### src/shu_pkg.sv
// Overview of operation
// RULE1 - Register left shift (ext 0x13): source shifted left by count low five bits, zero fill.
// RULE2 - Immediate left shift (ext 0x12): source shifted left by immediate count, zero fill.
// RULE3 - Register arithmetic right shift (ext 0x3b): sign bit replicated into vacated bits.
// RULE4 - Register arithmetic right shift ignores count bits above four; counts wrap modulo 32.
// RULE5 - Immediate arithmetic right shift (ext 0x3a): shift right by immediate, sign fill.
// RULE6 - Immediate count is five-bit unsigned, zero to thirty-one, never sign-extended.
// RULE7 - Field A selects the source register, field C the destination register.
// RULE8 - Word layout A 31-27, B 26-22, C 21-17, ext 16-11, imm 10-6, op 5-0; no exceptions.
package shu_pkg;
	localparam int DATA_W = 32;
	localparam int REG_W = 5;
	localparam int A_LSB = 27;
	localparam int B_LSB = 22;
	localparam int C_LSB = 17;
	localparam int EXT_LSB = 11;
	localparam int EXT_W = 6;
	localparam int IMM_LSB = 6;
	localparam int OP_LSB = 0;
	localparam int OP_W = 6;
	localparam logic [OP_W-1:0] OP_RTYPE = 6'h3a;
	localparam logic [EXT_W-1:0] EXT_SLL = 6'h13;
	localparam logic [EXT_W-1:0] EXT_SLLI = 6'h12;
	localparam logic [EXT_W-1:0] EXT_SRA = 6'h3b;
	localparam logic [EXT_W-1:0] EXT_SRAI = 6'h3a;
	localparam logic [DATA_W-1:0] RESULT_RST = 32'h0000_0000;
	localparam logic [REG_W-1:0] REG_RST = 5'h00;
endpackage : shu_pkg

### src/shu_barrel.sv
`timescale 1ns/10ps
module shu_barrel
	import shu_pkg::*;
(
	input wire logic [DATA_W-1:0] data_in, // Value to shift
	input wire logic [REG_W-1:0] amount, // Distance 0..31
	input wire logic dir_right, // High shifts right
	input wire logic fill_sign, // Right shifts copy sign bit
	output logic [DATA_W-1:0] data_out // Shifted value
);
	// ----------------------------------------
	// Five-stage log shifter
	// ----------------------------------------
	// Right shifts reuse one left shifter by reversing bits on both sides
	logic [DATA_W-1:0] stage [0:REG_W];
	logic [DATA_W-1:0] rev_in;
	logic fill;

	always_comb begin
		fill = dir_right & fill_sign & data_in[DATA_W-1];
	end

	genvar i;
	generate
		for (i = 0; i < DATA_W; i++) begin : g_rev
			assign rev_in[i] = dir_right ? data_in[DATA_W-1-i] : data_in[i];
			assign data_out[i] = dir_right ? stage[REG_W][DATA_W-1-i] : stage[REG_W][i];
		end
		for (i = 0; i < REG_W; i++) begin : g_stage
			assign stage[i+1] = amount[i] ?
				{stage[i][DATA_W-1-(2**i):0], {(2**i){fill}}} : stage[i]; // RULE1 RULE3
		end
	endgenerate

	assign stage[0] = rev_in;
endmodule : shu_barrel

### src/shu_shift_unit.sv
`timescale 1ns/10ps
module shu_shift_unit
	import shu_pkg::*;
(
	input wire logic clk, // 40 MHz core clock
	input wire logic sys_rst, // Synchronous reset, active high
	input wire logic instr_valid, // Instruction word valid this cycle
	input wire logic [DATA_W-1:0] instr, // R-type instruction word
	input wire logic [DATA_W-1:0] shift_source_data, // Value read from A register
	input wire logic [DATA_W-1:0] count_source_data, // Value read from B register
	output logic [REG_W-1:0] shift_source_reg, // A field register index
	output logic [REG_W-1:0] count_source_reg, // B field register index
	output logic [REG_W-1:0] result_dest_reg, // Destination index for write-back
	output logic [DATA_W-1:0] result, // Shift result
	output logic result_valid // One-cycle write-back strobe
);
	// ----------------------------------------
	// Decode
	// ----------------------------------------
	logic [OP_W-1:0] opcode;
	logic [EXT_W-1:0] ext;
	logic [REG_W-1:0] shift_count_field;
	logic is_sll, is_slli, is_sra, is_srai, is_shift;
	logic [REG_W-1:0] amount;
	logic dir_right;
	logic [DATA_W-1:0] shifted;

	always_comb begin
		opcode = instr[OP_LSB +: OP_W]; // RULE8
		ext = instr[EXT_LSB +: EXT_W]; // RULE8
		shift_count_field = instr[IMM_LSB +: REG_W]; // RULE6
		is_sll = (opcode == OP_RTYPE) && (ext == EXT_SLL); // RULE1
		is_slli = (opcode == OP_RTYPE) && (ext == EXT_SLLI); // RULE2
		is_sra = (opcode == OP_RTYPE) && (ext == EXT_SRA); // RULE3
		is_srai = (opcode == OP_RTYPE) && (ext == EXT_SRAI); // RULE5
		is_shift = instr_valid && (is_sll || is_slli || is_sra || is_srai);
		dir_right = is_sra || is_srai;
		// Only the low five count bits matter; the rest are dropped
		amount = (is_sll || is_sra) ? count_source_data[REG_W-1:0] // RULE4
			: shift_count_field; // RULE6
	end

	// Register indices go back to the register file combinationally
	assign shift_source_reg = instr[A_LSB +: REG_W]; // RULE7
	assign count_source_reg = instr[B_LSB +: REG_W];

	shu_barrel u_barrel (
		.data_in(shift_source_data),
		.amount(amount),
		.dir_right(dir_right),
		.fill_sign(1'b1), // RULE3 RULE5
		.data_out(shifted)
	);

	// ----------------------------------------
	// Result register
	// ----------------------------------------
	logic [DATA_W-1:0] next_result;
	logic [REG_W-1:0] next_result_dest_reg;
	logic next_result_valid;

	always_comb begin
		next_result = result;
		next_result_dest_reg = result_dest_reg;
		next_result_valid = 1'b0;
		if (is_shift) begin
			next_result = shifted; // RULE1 RULE2 RULE3 RULE5
			next_result_dest_reg = instr[C_LSB +: REG_W]; // RULE7
			next_result_valid = 1'b1; // RULE8
		end
	end

	always_ff @(posedge clk) begin
		if (sys_rst) begin
			result <= RESULT_RST;
			result_dest_reg <= REG_RST;
			result_valid <= 1'b0;
		end else begin
			result <= next_result;
			result_dest_reg <= next_result_dest_reg;
			result_valid <= next_result_valid;
		end
	end

	// ----------------------------------------
	// Checks
	// ----------------------------------------
	property p_sll;
		@(posedge clk) disable iff (sys_rst)
		(instr_valid && is_sll) |=> result_valid &&
			result == ($past(shift_source_data) << $past(count_source_data[REG_W-1:0]));
	endproperty
	a_sll: assert property (p_sll) else $error("sll result wrong"); // RULE1

	property p_slli;
		@(posedge clk) disable iff (sys_rst)
		(instr_valid && is_slli) |=> result ==
			($past(shift_source_data) << $past(instr[IMM_LSB +: REG_W]));
	endproperty
	a_slli: assert property (p_slli) else $error("slli result wrong"); // RULE2

	// Both sides signed, or the compare would turn the shift logical
	property p_sra;
		@(posedge clk) disable iff (sys_rst)
		(instr_valid && is_sra) |=> $signed(result) ==
			($signed($past(shift_source_data)) >>> $past(count_source_data[REG_W-1:0]));
	endproperty
	a_sra: assert property (p_sra) else $error("sra result wrong"); // RULE3

	property p_sra_wrap;
		@(posedge clk) disable iff (sys_rst)
		(instr_valid && is_sra && count_source_data[REG_W-1:0] == 5'h00) |=>
			result == $past(shift_source_data);
	endproperty
	a_sra_wrap: assert property (p_sra_wrap) else $error("sra count not wrapped"); // RULE4

	property p_srai;
		@(posedge clk) disable iff (sys_rst)
		(instr_valid && is_srai) |=> $signed(result) ==
			($signed($past(shift_source_data)) >>> $past(instr[IMM_LSB +: REG_W]));
	endproperty
	a_srai: assert property (p_srai) else $error("srai result wrong"); // RULE5

	property p_imm_unsigned;
		@(posedge clk) disable iff (sys_rst)
		(instr_valid && is_slli && instr[IMM_LSB +: REG_W] == 5'h1f) |=>
			result[DATA_W-2:0] == {(DATA_W-1){1'b0}};
	endproperty
	a_imm_unsigned: assert property (p_imm_unsigned) else $error("imm count signed"); // RULE6

	property p_dest;
		@(posedge clk) disable iff (sys_rst)
		is_shift |=> result_dest_reg == $past(instr[C_LSB +: REG_W]);
	endproperty
	a_dest: assert property (p_dest) else $error("destination index wrong"); // RULE7

	property p_valid;
		@(posedge clk) disable iff (sys_rst)
		result_valid |-> $past(is_shift);
	endproperty
	a_valid: assert property (p_valid) else $error("spurious write-back"); // RULE8

	// ----------------------------------------
	// Fill, wrap and hold checks
	// ----------------------------------------
	// Masks isolate the vacated bits, so a wrong fill shows apart from a wrong shift
	property p_sll_zero_fill;
		@(posedge clk) disable iff (sys_rst)
		(instr_valid && is_sll) |=>
			(result & ~(32'hffff_ffff << $past(count_source_data[REG_W-1:0])))
				== 32'h0000_0000;
	endproperty
	a_sll_zero_fill: assert property (p_sll_zero_fill) else $error("sll fill wrong"); // RULE1

	property p_sll_mod;
		@(posedge clk) disable iff (sys_rst)
		(instr_valid && is_sll) |=>
			result == ($past(shift_source_data) << ($past(count_source_data) % 32));
	endproperty
	a_sll_mod: assert property (p_sll_mod) else $error("sll count not mod 32"); // RULE1

	property p_slli_zero_fill;
		@(posedge clk) disable iff (sys_rst)
		(instr_valid && is_slli) |=>
			(result & ~(32'hffff_ffff << $past(instr[IMM_LSB +: REG_W])))
				== 32'h0000_0000;
	endproperty
	a_slli_zero_fill: assert property (p_slli_zero_fill) else $error("slli fill wrong"); // RULE2

	property p_sra_sign_fill;
		@(posedge clk) disable iff (sys_rst)
		(instr_valid && is_sra) |=>
			(result & ~(32'hffff_ffff >> $past(count_source_data[REG_W-1:0])))
				== ({DATA_W{$past(shift_source_data[DATA_W-1])}}
				& ~(32'hffff_ffff >> $past(count_source_data[REG_W-1:0])));
	endproperty
	a_sra_sign_fill: assert property (p_sra_sign_fill) else $error("sra fill wrong"); // RULE3

	property p_sra_positive;
		@(posedge clk) disable iff (sys_rst)
		(instr_valid && is_sra && !shift_source_data[DATA_W-1]) |=>
			result == ($past(shift_source_data) >> $past(count_source_data[REG_W-1:0]));
	endproperty
	a_sra_positive: assert property (p_sra_positive) else $error("sra positive wrong"); // RULE3

	// Upper count bits must not leak into the distance
	property p_sra_mod;
		@(posedge clk) disable iff (sys_rst)
		(instr_valid && is_sra) |=> $signed(result) ==
			($signed($past(shift_source_data)) >>> ($past(count_source_data) % 32));
	endproperty
	a_sra_mod: assert property (p_sra_mod) else $error("sra count not mod 32"); // RULE4

	property p_srai_sign_fill;
		@(posedge clk) disable iff (sys_rst)
		(instr_valid && is_srai) |=>
			(result & ~(32'hffff_ffff >> $past(instr[IMM_LSB +: REG_W])))
				== ({DATA_W{$past(shift_source_data[DATA_W-1])}}
				& ~(32'hffff_ffff >> $past(instr[IMM_LSB +: REG_W])));
	endproperty
	a_srai_sign_fill: assert property (p_srai_sign_fill) else $error("srai fill wrong"); // RULE5

	property p_srai_zero;
		@(posedge clk) disable iff (sys_rst)
		(instr_valid && is_srai && instr[IMM_LSB +: REG_W] == 5'h00) |=>
			result == $past(shift_source_data);
	endproperty
	a_srai_zero: assert property (p_srai_zero) else $error("srai zero wrong"); // RULE5

	// A sign-extended count would give a short shift here
	property p_imm_no_sign;
		@(posedge clk) disable iff (sys_rst)
		(instr_valid && is_srai && instr[IMM_LSB+REG_W-1]) |=>
			result[DATA_W-1:DATA_W/2-1] == {(DATA_W/2+1){$past(shift_source_data[DATA_W-1])}};
	endproperty
	a_imm_no_sign: assert property (p_imm_no_sign) else $error("imm count short"); // RULE6

	property p_take;
		@(posedge clk) disable iff (sys_rst)
		is_shift |=> result_valid;
	endproperty
	a_take: assert property (p_take) else $error("shift gave no write-back"); // RULE8

	// Refused words leave the last write-back untouched
	property p_hold;
		@(posedge clk) disable iff (sys_rst)
		!is_shift |=> !result_valid && $stable(result) && $stable(result_dest_reg);
	endproperty
	a_hold: assert property (p_hold) else $error("refused word changed result"); // RULE8
endmodule : shu_shift_unit

### config.mk
export PLATFORM = sky130hd
export DESIGN_NAME = shu_shift_unit
export DESIGN_NICKNAME = d
export VERILOG_FILES = /design/src/shu_pkg.sv /design/src/shu_barrel.sv /design/src/shu_shift_unit.sv
export SDC_FILE = /design/constraint.sdc
export NUM_CORES = 1
export LEC_CHECK = 0
export BUFFER_PORTS_ARGS = -buffer_cell sky130_fd_sc_hd__buf_2
export CORE_AREA = 2 2 118 120
export DETAILED_ROUTE_END_ITERATION = 10
export DIE_AREA = 0 0 120 122
export GPL_TIMING_DRIVEN = 0
export SYNTH_ARGS = -nofsm -noshare
export SYNTH_HDL_FRONTEND = slang
export SYNTH_SLANG_ARGS = --single-unit
### constraint.sdc
create_clock -name clk -period 3.19 [get_ports clk]
set_input_delay 0.4785 -clock clk [delete_from_list [all_inputs] [get_ports clk]]
set_output_delay 0.4785 -clock clk [all_outputs]
set_load 0.02 [all_outputs]
==> results of run 1 <==
## where the power goes
| part | switching (mW) | internal, mW | leakage, nW |
|---|---|---|---|
| logic | 0.520 | 0.317 | 2.63 |
| clock network | 0.191 | 0.353 | 0.0832 |
| registers | 0.0000853 | 0.475 | 0.306 |
| total | 0.711 | 1.15 | 3.02 |
## routing by layer
| metal | global-route usage | wire [um] |
|---|---|---|
| met1 | 0.449 | 9940 |
| met2 | 0.489 | 10600 |
| met3 | 0.0815 | 3580 |
| met4 | 0.143 | 1250 |
| met5 | 0 | 0 |
## final timing paths
kind / end / slack [ns] / depth (start not counted)
min: result[25] / 0.43 / 2
max: result[17] / -0.03 / 10
min reg2reg: result[25] / 0.43 / 2
max reg2reg: result[11] / 2.34 / 2
## synth_stat cells (5+ instances only)
library cell / count / area (sq um)
mux2_2: 8 / 90.1
nor2_1: 72 / 270
nand3_1: 19 / 95.1
a21o_1: 8 / 60.1
a31oi_1: 9 / 56.3
a2111oi_0: 5 / 43.8
buf_2: 19 / 95.1
mux2i_1: 50 / 500
dfxtp_1: 38 / 761
buf_1: 5 / 18.8
o22ai_1: 7 / 43.8
a32oi_1: 7 / 61.3
a22o_1: 7 / 61.3
nor3_1: 17 / 85.1
o211ai_1: 13 / 97.6
clkbuf_1: 30 / 113
and2_1: 5 / 31.3
a211o_1: 7 / 61.3
buf_6: 5 / 56.3
a221oi_1: 10 / 87.6
o21ai_1: 12 / 60.1
a211oi_1: 25 / 188
a22oi_1: 11 / 82.6
and3_1: 13 / 81.3
o21ai_0: 32 / 160
nand2_1: 103 / 387
buf_4: 15 / 113
nand4_1: 14 / 87.6
and4b_1: 5 / 50.1
a21oi_1: 70 / 350
## critical path: stages
cell and delay (ns):
buf_2 0.12, and4b_2 0.31, nand3_2 0.21, clkbuf_2 0.33, buf_2 0.36, buf_1 0.53
clkbuf_1 0.52, a32oi_1 0.23, a21oi_1 0.21, o21ai_1 0.09
## per-stage QoR
| stage | TNS [ns] | total power, mW |
|---|---|---|
| finish | -0.0269 | 1.86 |
| CTS | -0.0102 | 1.73 |
| global route | -0.349 | 1.91 |
| global placement | -19.27 | 1.15 |
| detailed placement | -18.18 | 1.14 |
| floorplan | 0 | 0.910 |
## final cells by class
type | count | area (sq um)
fillers | 1345 | 6490
multi-input cells | 619 | 4500
repair buffers | 141 | 858
flip-flops and latches | 38 | 761
plain buffers | 71 | 487
well taps | 180 | 225
clock buffers | 8 | 166
inverters | 4 | 15.0
## logic make-up after synthesis
group / after synthesis / share of synthesized area
simple gates: 273 / 0.253
mux: 60 / 0.120
flops: 38 / 0.146
buf+inv: 78 / 0.0786
compound gates: 283 / 0.398
xor+xnor: 2 / 0.00479
## repair_timing
| action | CTS | global route |
|---|---|---|
| pin swaps | 12 | 40 |
| cloned | 0 | 3 |
| hold buffers | 0 | 0 |
| buffers inserted | 9 | 22 |
| gates resized for setup | 45 | 89 |
| setup endpoints to repair | 32 | 32 |
==> results.toml, run 1 <==
[worst_setup_path]
critPathArrivalTime_ns = 3.39
crit_fanout = 10
crit_type = "input port to register"
cp-end-kind = "register"
setup.worst_path.start = "instr[1]"
worstPathRequired_ns = 3.36
critPathLaunchType = "input port"
r2r_start = "result[11]"

[sta]
slew_headroom = 0.526
setup_viol = 2
rsz0062_at_grt = "true"
clock_skew_ns = 0
period_minus_slack_ns = 3.22
slew_viol_final = 0
timing.hold.ws_ns = 0.428
fin_crit_sh = 1.01
setup_slack_ns = -0.0260
worstMarginPinSlew_ns = 0.704
max_freq_ghz = 0.311
hold_violations = 0

[layout]
finalNonFillerCells = 1061
nets = 979
area_delta_synth_final_pct = 34.3
largest_reg_flops = 32
post-route-util = 0.519
final_common_cell = "buf_2"
n_antenna_cell = 0
drive_gt1_frac = 0.338
post-route-cell-area_sq_mm = 0.00701
layout_common_cells = "116 x buf_2, 99 x nand2_1, 69 x nor2_1, 64 x a21oi_1, 41 x buf_4"

[floorplanning]
die_width_um = 120
pin_count = 147
core-area_sq_mm = 0.0135
start_util = 0.387
die_h_um = 122
num_rows = 43
fp.dieArea_sq_mm = 0.0146

[global_routing]
overflow = 0
grt_pass1_vias = 6437
grt_max_degree = 12
antenna_found_initial = 0
grt_pass1_wl_um = 37200
grt_use_total = 0.329

[yosys]
ys_seq_area_frac = 0.146
synthCells = 734
yosys_warnings = 0
synth_edf_count = 0
synth_area_per_cell_sq_um = 7.11
synth_ff_type = "dfxtp_1"
ys_types = 87
syn_nets = 833
syn_area_sq_mm = 0.00522
synth-seq-cells = 38
synthArstFlopShare = 0

[hold_path]
holdCritStartpoint = "result[25]"
hold_path.class = "register to register"

[clocking]
cts_tree = "yes"
path_clk_slew_ns = 0.05
cts.sinks = 38
ctsHtreeMaxLevel = 2
cts_made_buffers = 5
root_buffer = "clkbuf_16"
clkLatencyLatePin_ns = 0.29
cts_buffer_depth = 2

[run]
cap_violations = 0

[placed_design]
pre_cts_ws_ns = -0.675
place.gp.congestion = 1.00
port_buffers = 108
dpl.hpwl_um = 18700
dp_cells = 1022
place_area_sq_mm = 0.00599

[routing]
routed_via_density = 6.82
routed_wl_um = 25300
drc = 0
vias = 7236
avgRoutedWirePerCell_um = 23.9
detail-route-antenna-nets = 0
detail_route.first_pass.iterations = 8
drtIter0Drc = 1370

[power_and_ir_drop]
p_leak_nw = 3.02
ir_drop_mv = 0.224
power_density_mw_per_mm2 = 265

[run_status]
violations = "negative setup slack"
outcome = "finished with violations"
Power figures use the tool's default switching activity.
==> inputs of run 2 (changes only) <==
- CTS_BUF_LIST: unset -> sky130_fd_sc_hd__clkbuf_16
==> run 2 against run 1 <==
The flow still finishes with violations (negative setup slack). Wire length fell by 0.99%. Total power shrank 4.8%. Critical path depth increased by 2. Cell count shrank 0.19%. Critical endpoint is now result[26]. Highest routed layer unchanged.
==> results.toml, run 2 (synthesis gave the netlist of run 1 again) <==
[placed_design]
dpl.hpwl_um = 18700
place.gp.congestion = 1.00
port_buffers = 108
place_area_sq_mm = 0.00599

[sta]
fin_crit_sh = 1.00
max_freq_ghz = 0.313
hold_violations = 0
fin_setup_tns_ns = -0.0108
slew_viol_final = 0
worstMarginPinSlew_ns = 0.735
setup_slack_ns = -0.00545
setup_viol = 2
clock_skew_ns = 0
period_minus_slack_ns = 3.20
slew_headroom = 0.510
rsz0062_at_grt = "true"

[power_and_ir_drop]
power_density_mw_per_mm2 = 255
p_leak_nw = 2.97
ir_drop_mv = 0.175
power_mw = 1.77

[worst_setup_path]
critPathLaunchType = "input port"
crit_fanout = 8
cp-end-kind = "register"
worst_path_max_delay_cell = "o41a_4"
r2r_start = "result[11]"
reg2reg_slack_ns = 2.33
crit_type = "input port to register"
path_cells = "buf_2 > nand3b_1 > buf_6 > o41a_4 > nor2_8 > mux2_2 > a21o_1 > a211o_1 > a21oi_2 > nor2_1 > nor3_2 > a21oi_1"
r2r_end = "result[11]"
critPathArrivalTime_ns = 3.34
critPathMaxStageDelay_ns = 0.55
worstPathRequired_ns = 3.33
reg2reg_depth = 2

[floorplanning]
start_util = 0.387
die_width_um = 120
pin_count = 147
die_h_um = 122
num_rows = 43
fp.dieArea_sq_mm = 0.0146
core-area_sq_mm = 0.0135

[routing]
drc = 0
routed_wl_um = 25100
routed_via_density = 6.77
detail_route.first_pass.iterations = 9
avgRoutedWirePerCell_um = 23.7
vias = 7169
detail-route-antenna-nets = 0
drtIter0Drc = 1196

[layout]
nets = 977
final_common_cell = "buf_2"
drive_gt1_frac = 0.332
post-route-cell-area_sq_mm = 0.00692
area_delta_synth_final_pct = 32.5
largest_reg_flops = 32
n_antenna_cell = 0
layout_common_cells = "117 x buf_2, 100 x nand2_1, 71 x nor2_1, 63 x a21oi_1, 41 x buf_4"
final.fill_count = 1361

[hold_path]
min_to = "result[25]"
min_path_cells = 2
hold_path.class = "register to register"
holdCritStartpoint = "result[25]"

[clocking]
path_clk_slew_ns = 0.05
cts.sinks = 38
holdBufCountCts = 0
clkLatencyLatePin_ns = 0.29
ctsHtreeMaxLevel = 2
cts_tree = "yes"
cts_buffer_depth = 2
root_buffer = "clkbuf_16"
cts_made_buffers = 5

[global_routing]
overflow = 0
grt_pass1_vias = 6397
grt_max_degree = 12
grt_pass1_wl_um = 36900
grt_use_total = 0.327
antenna_found_initial = 0

[run_status]
violations = "negative setup slack"
outcome = "finished with violations"

[run]
cap_violations = 0
run 2: cell types whose count changed in the layout (fill, tap and decap cells not counted), moves of 2 or more:
cell | before | now
clkbuf_8 | 3 | 0
nor2_1 | 69 | 71
nor3_2 | 3 | 5
nor3_4 | 3 | 1
nor2_2 | 4 | 1
clkinv_1 | 0 | 3
run 2: worst max-delay path, delay by kind of cell:
family / cells / cell delay [ns]
compound gates: 5 / 1.44
buf+inv: 2 / 0.29
mux: 1 / 0.38
simple gates: 4 / 0.73
run 2: layer usage:
metal | wire length (um) | global-route usage
met1 | 9960 | 0.450
met2 | 10600 | 0.488
met3 | 3310 | 0.0744
met4 | 1240 | 0.139
met5 | 0 | 0
run 2: area by class of cell:
cell class / count / area [sq um] / area share
inverter: 4 / 15.0 / 0.00217
clock buffer: 5 / 125 / 0.0181
multi-input combinational: 618 / 4470 / 0.646
buffer: 71 / 483 / 0.0698
sequential: 38 / 761 / 0.110
clock inverter: 3 / 11.3 / 0.00163
timing repair buffer: 140 / 827 / 0.120
tap: 180 / 225 / 0.0325
run 2: worst max-delay path by stage:
stage | endpoint | cells past startpoint | start | slack, ns
2_1_floorplan | result[25] | 10 | instr[0] | 0.22
3_3_place_gp | result[27] | 13 | instr[12] | -0.71
3_5_place_dp | result[27] | 13 | instr[12] | -0.67
4_1_cts | result[25] | 15 | instr[13] | 0.008
5_1_grt | result[12] | 14 | instr[13] | -0.06
6_report | result[26] | 12 | instr[13] | -0.005
run 2: where the power goes:
group	total (mW)	internal [mW]	switching, mW
Clock	0.469	0.281	0.188
Sequential	0.475	0.475	0.0000861
Combinational	0.824	0.309	0.515
Total	1.77	1.06	0.703
run 2: repair_timing:
item | in CTS | in global routing
setup endpoints to repair | 32 | 32
pin swaps | 13 | 27
buffers inserted | 9 | 22
resized for setup | 43 | 87
cloned | 0 | 1
run 2: stage by stage:
stage	hold WS, ns	std cells	worst slack, ns	utilization
finish	0.428	1059	-0.00545	0.512
global route	0.452	1059	-0.0618	0.512
CTS	0.433	1036	0.00776	0.472
detailed placement	0.425	1022	-0.675	0.443
global placement	0.426	1022	-0.714	0.443
floorplan	0.517	734	0.223	-
==> inputs of run 3 (changes only) <==
- CELL_PAD_IN_SITES_DETAIL_PLACEMENT: unset -> 1
- CELL_PAD_IN_SITES_GLOBAL_PLACEMENT: unset -> 1
- CORE_AREA: 2 2 118 120 -> 2 2 121 123
- DIE_AREA: 0 0 120 122 -> 0 0 123 125
- PLACE_DENSITY_LB_ADDON: unset -> 0.1
==> run 3 against run 2 <==
The run still ends with negative setup slack left. Sequential power is essentially flat. Largest power group unchanged. Non-clock buffer count grew 12. Critical path type unchanged. Setup slack is essentially flat.
==> results.toml, run 3 (synthesis gave the netlist of run 1 again) <==
[floorplanning]
fp.dieArea_sq_mm = 0.0154
die_h_um = 125
pin_count = 147
start_util = 0.368
core-area_sq_mm = 0.0142
num_rows = 44
die_width_um = 123

[worst_setup_path]
crit_fanout = 6
critPathArrivalTime_ns = 3.43
cp-end-kind = "register"
worstPathRequired_ns = 3.42
crit_type = "input port to register"
critPathLaunchType = "input port"

[placed_design]
port_buffers = 108
place.gp.congestion = 1.01
dpl.hpwl_um = 22000
pre_cts_ws_ns = -0.945

[sta]
worstMarginPinSlew_ns = 0.757
period_minus_slack_ns = 3.20
setup_slack_ns = -0.00565
clock_skew_ns = 0
hold_violations = 0
setup_viol = 2
slew_viol_final = 0
slew_headroom = 0.493
max_freq_ghz = 0.313
fin_setup_tns_ns = -0.00833
fin_crit_sh = 1.00
rsz0062_at_grt = "true"

[clocking]
cts_made_buffers = 5
cts_buffer_depth = 2
root_buffer = "clkbuf_16"
holdBufCountCts = 0
ctsHtreeMaxLevel = 2
cts.sinks = 38
path_clk_slew_ns = 0.06
clkLatencyLatePin_ns = 0.28
cts_tree = "yes"

[routing]
vias = 7507
avgRoutedWirePerCell_um = 28.0
detail-route-antenna-nets = 0
drtIter0Drc = 786
drc = 0
detail_route.first_pass.iterations = 5
routed_wl_um = 30100
routed_via_density = 6.98

[global_routing]
grt_pass1_wl_um = 43700
grt_max_degree = 14
antenna_found_initial = 0
grt_pass1_vias = 7154
overflow = 0
grt_use_total = 0.369

[hold_path]
hold_path.class = "register to register"

[power_and_ir_drop]
p_leak_nw = 3.12
power_density_mw_per_mm2 = 280
ir_drop_mv = 0.207

[layout]
n_antenna_cell = 0
drive_gt1_frac = 0.390
area_delta_synth_final_pct = 39.5
largest_reg_flops = 32
final_common_cell = "buf_2"
nets = 990
layout_common_cells = "117 x buf_2, 101 x nand2_1, 66 x nor2_1, 58 x buf_4, 55 x a21oi_1"

[run_status]
violations = "negative setup slack"
outcome = "finished with violations"

[run]
cap_violations = 0
[run 3: cell types whose count changed in the layout (fill, tap and decap cells not counted), sizes merged]
| cell | change |
|---|---|
| buf | +13 |
| nor2 | +1 |
| bufinv | +2 |
| clkinv | -2 |
| clkbuf | -1 |
[run 3: layout make-up]
cell class | count | area, sq um
timing repair buffer | 152 | 901
buffer | 71 | 528
clock buffer | 5 | 125
inverter | 4 | 15.0
tap | 184 | 230
multi-input combinational | 619 | 4660
clock inverter | 3 | 68.8
sequential | 38 | 761
fill | 1783 | 6920
[run 3: critical path: stages]
cell       delay, ns
buf_2           0.10
nand4b_4        0.20
buf_12          0.16
o41a_4          0.55
buf_4           0.18
nor2_4          0.17
nand2_1         0.13
and4_1          0.24
a221oi_4        0.29
a2bb2oi_4       0.27
buf_4           0.16
o2bb2ai_1       0.17
o221ai_2        0.22
nand2_1         0.10
[run 3: where the power goes]
group / total (mW) / internal, mW / switching, mW
Clock: 0.664 / 0.450 / 0.214
Combinational: 0.903 / 0.334 / 0.569
Sequential: 0.475 / 0.474 / 0.0000872
Total: 2.04 / 1.26 / 0.783
[run 3: worst paths after layout]
path	cells after the start	end	slack, ns	start
worst min register to register	2	result[25]	0.44	result[25]
worst max register to register	4	result[6]	2.23	result[6]
worst min-delay path	2	result[25]	0.44	result[25]
worst max-delay path	14	result[16]	-0.006	instr[0]
[run 3: what timing repair did]
item,CTS,global route
hold endpoints to repair,0,0
setup buffers,14,29
pin swaps,16,36
endpoints found under the setup margin,32,32
gates resized for setup,83,110
cloned,0,2
[run 3: per-layer routing]
layer  up-vias  part of all wire  track usage
li1       3157                 -            -
met4         0             0.040        0.102
met3        88              0.11       0.0712
met1      3724              0.42        0.531
met5         -                 0            0
met2       538              0.44        0.559
[run 3: per-stage QoR]
stage                     hold slack, ns  instances   util  instance area, sq um  total power [mW]
final                              0.435       1076  0.513                  7280              2.04
after global routing               0.456       1076  0.513                  7280              2.09
after CTS                          0.437       1046  0.467                  6640              1.90
after detailed placement           0.433       1026  0.422                  5990              1.18
after global placement             0.421       1026  0.422                  5990              1.17
after floorplan                    0.517        734      -                  5220             0.910
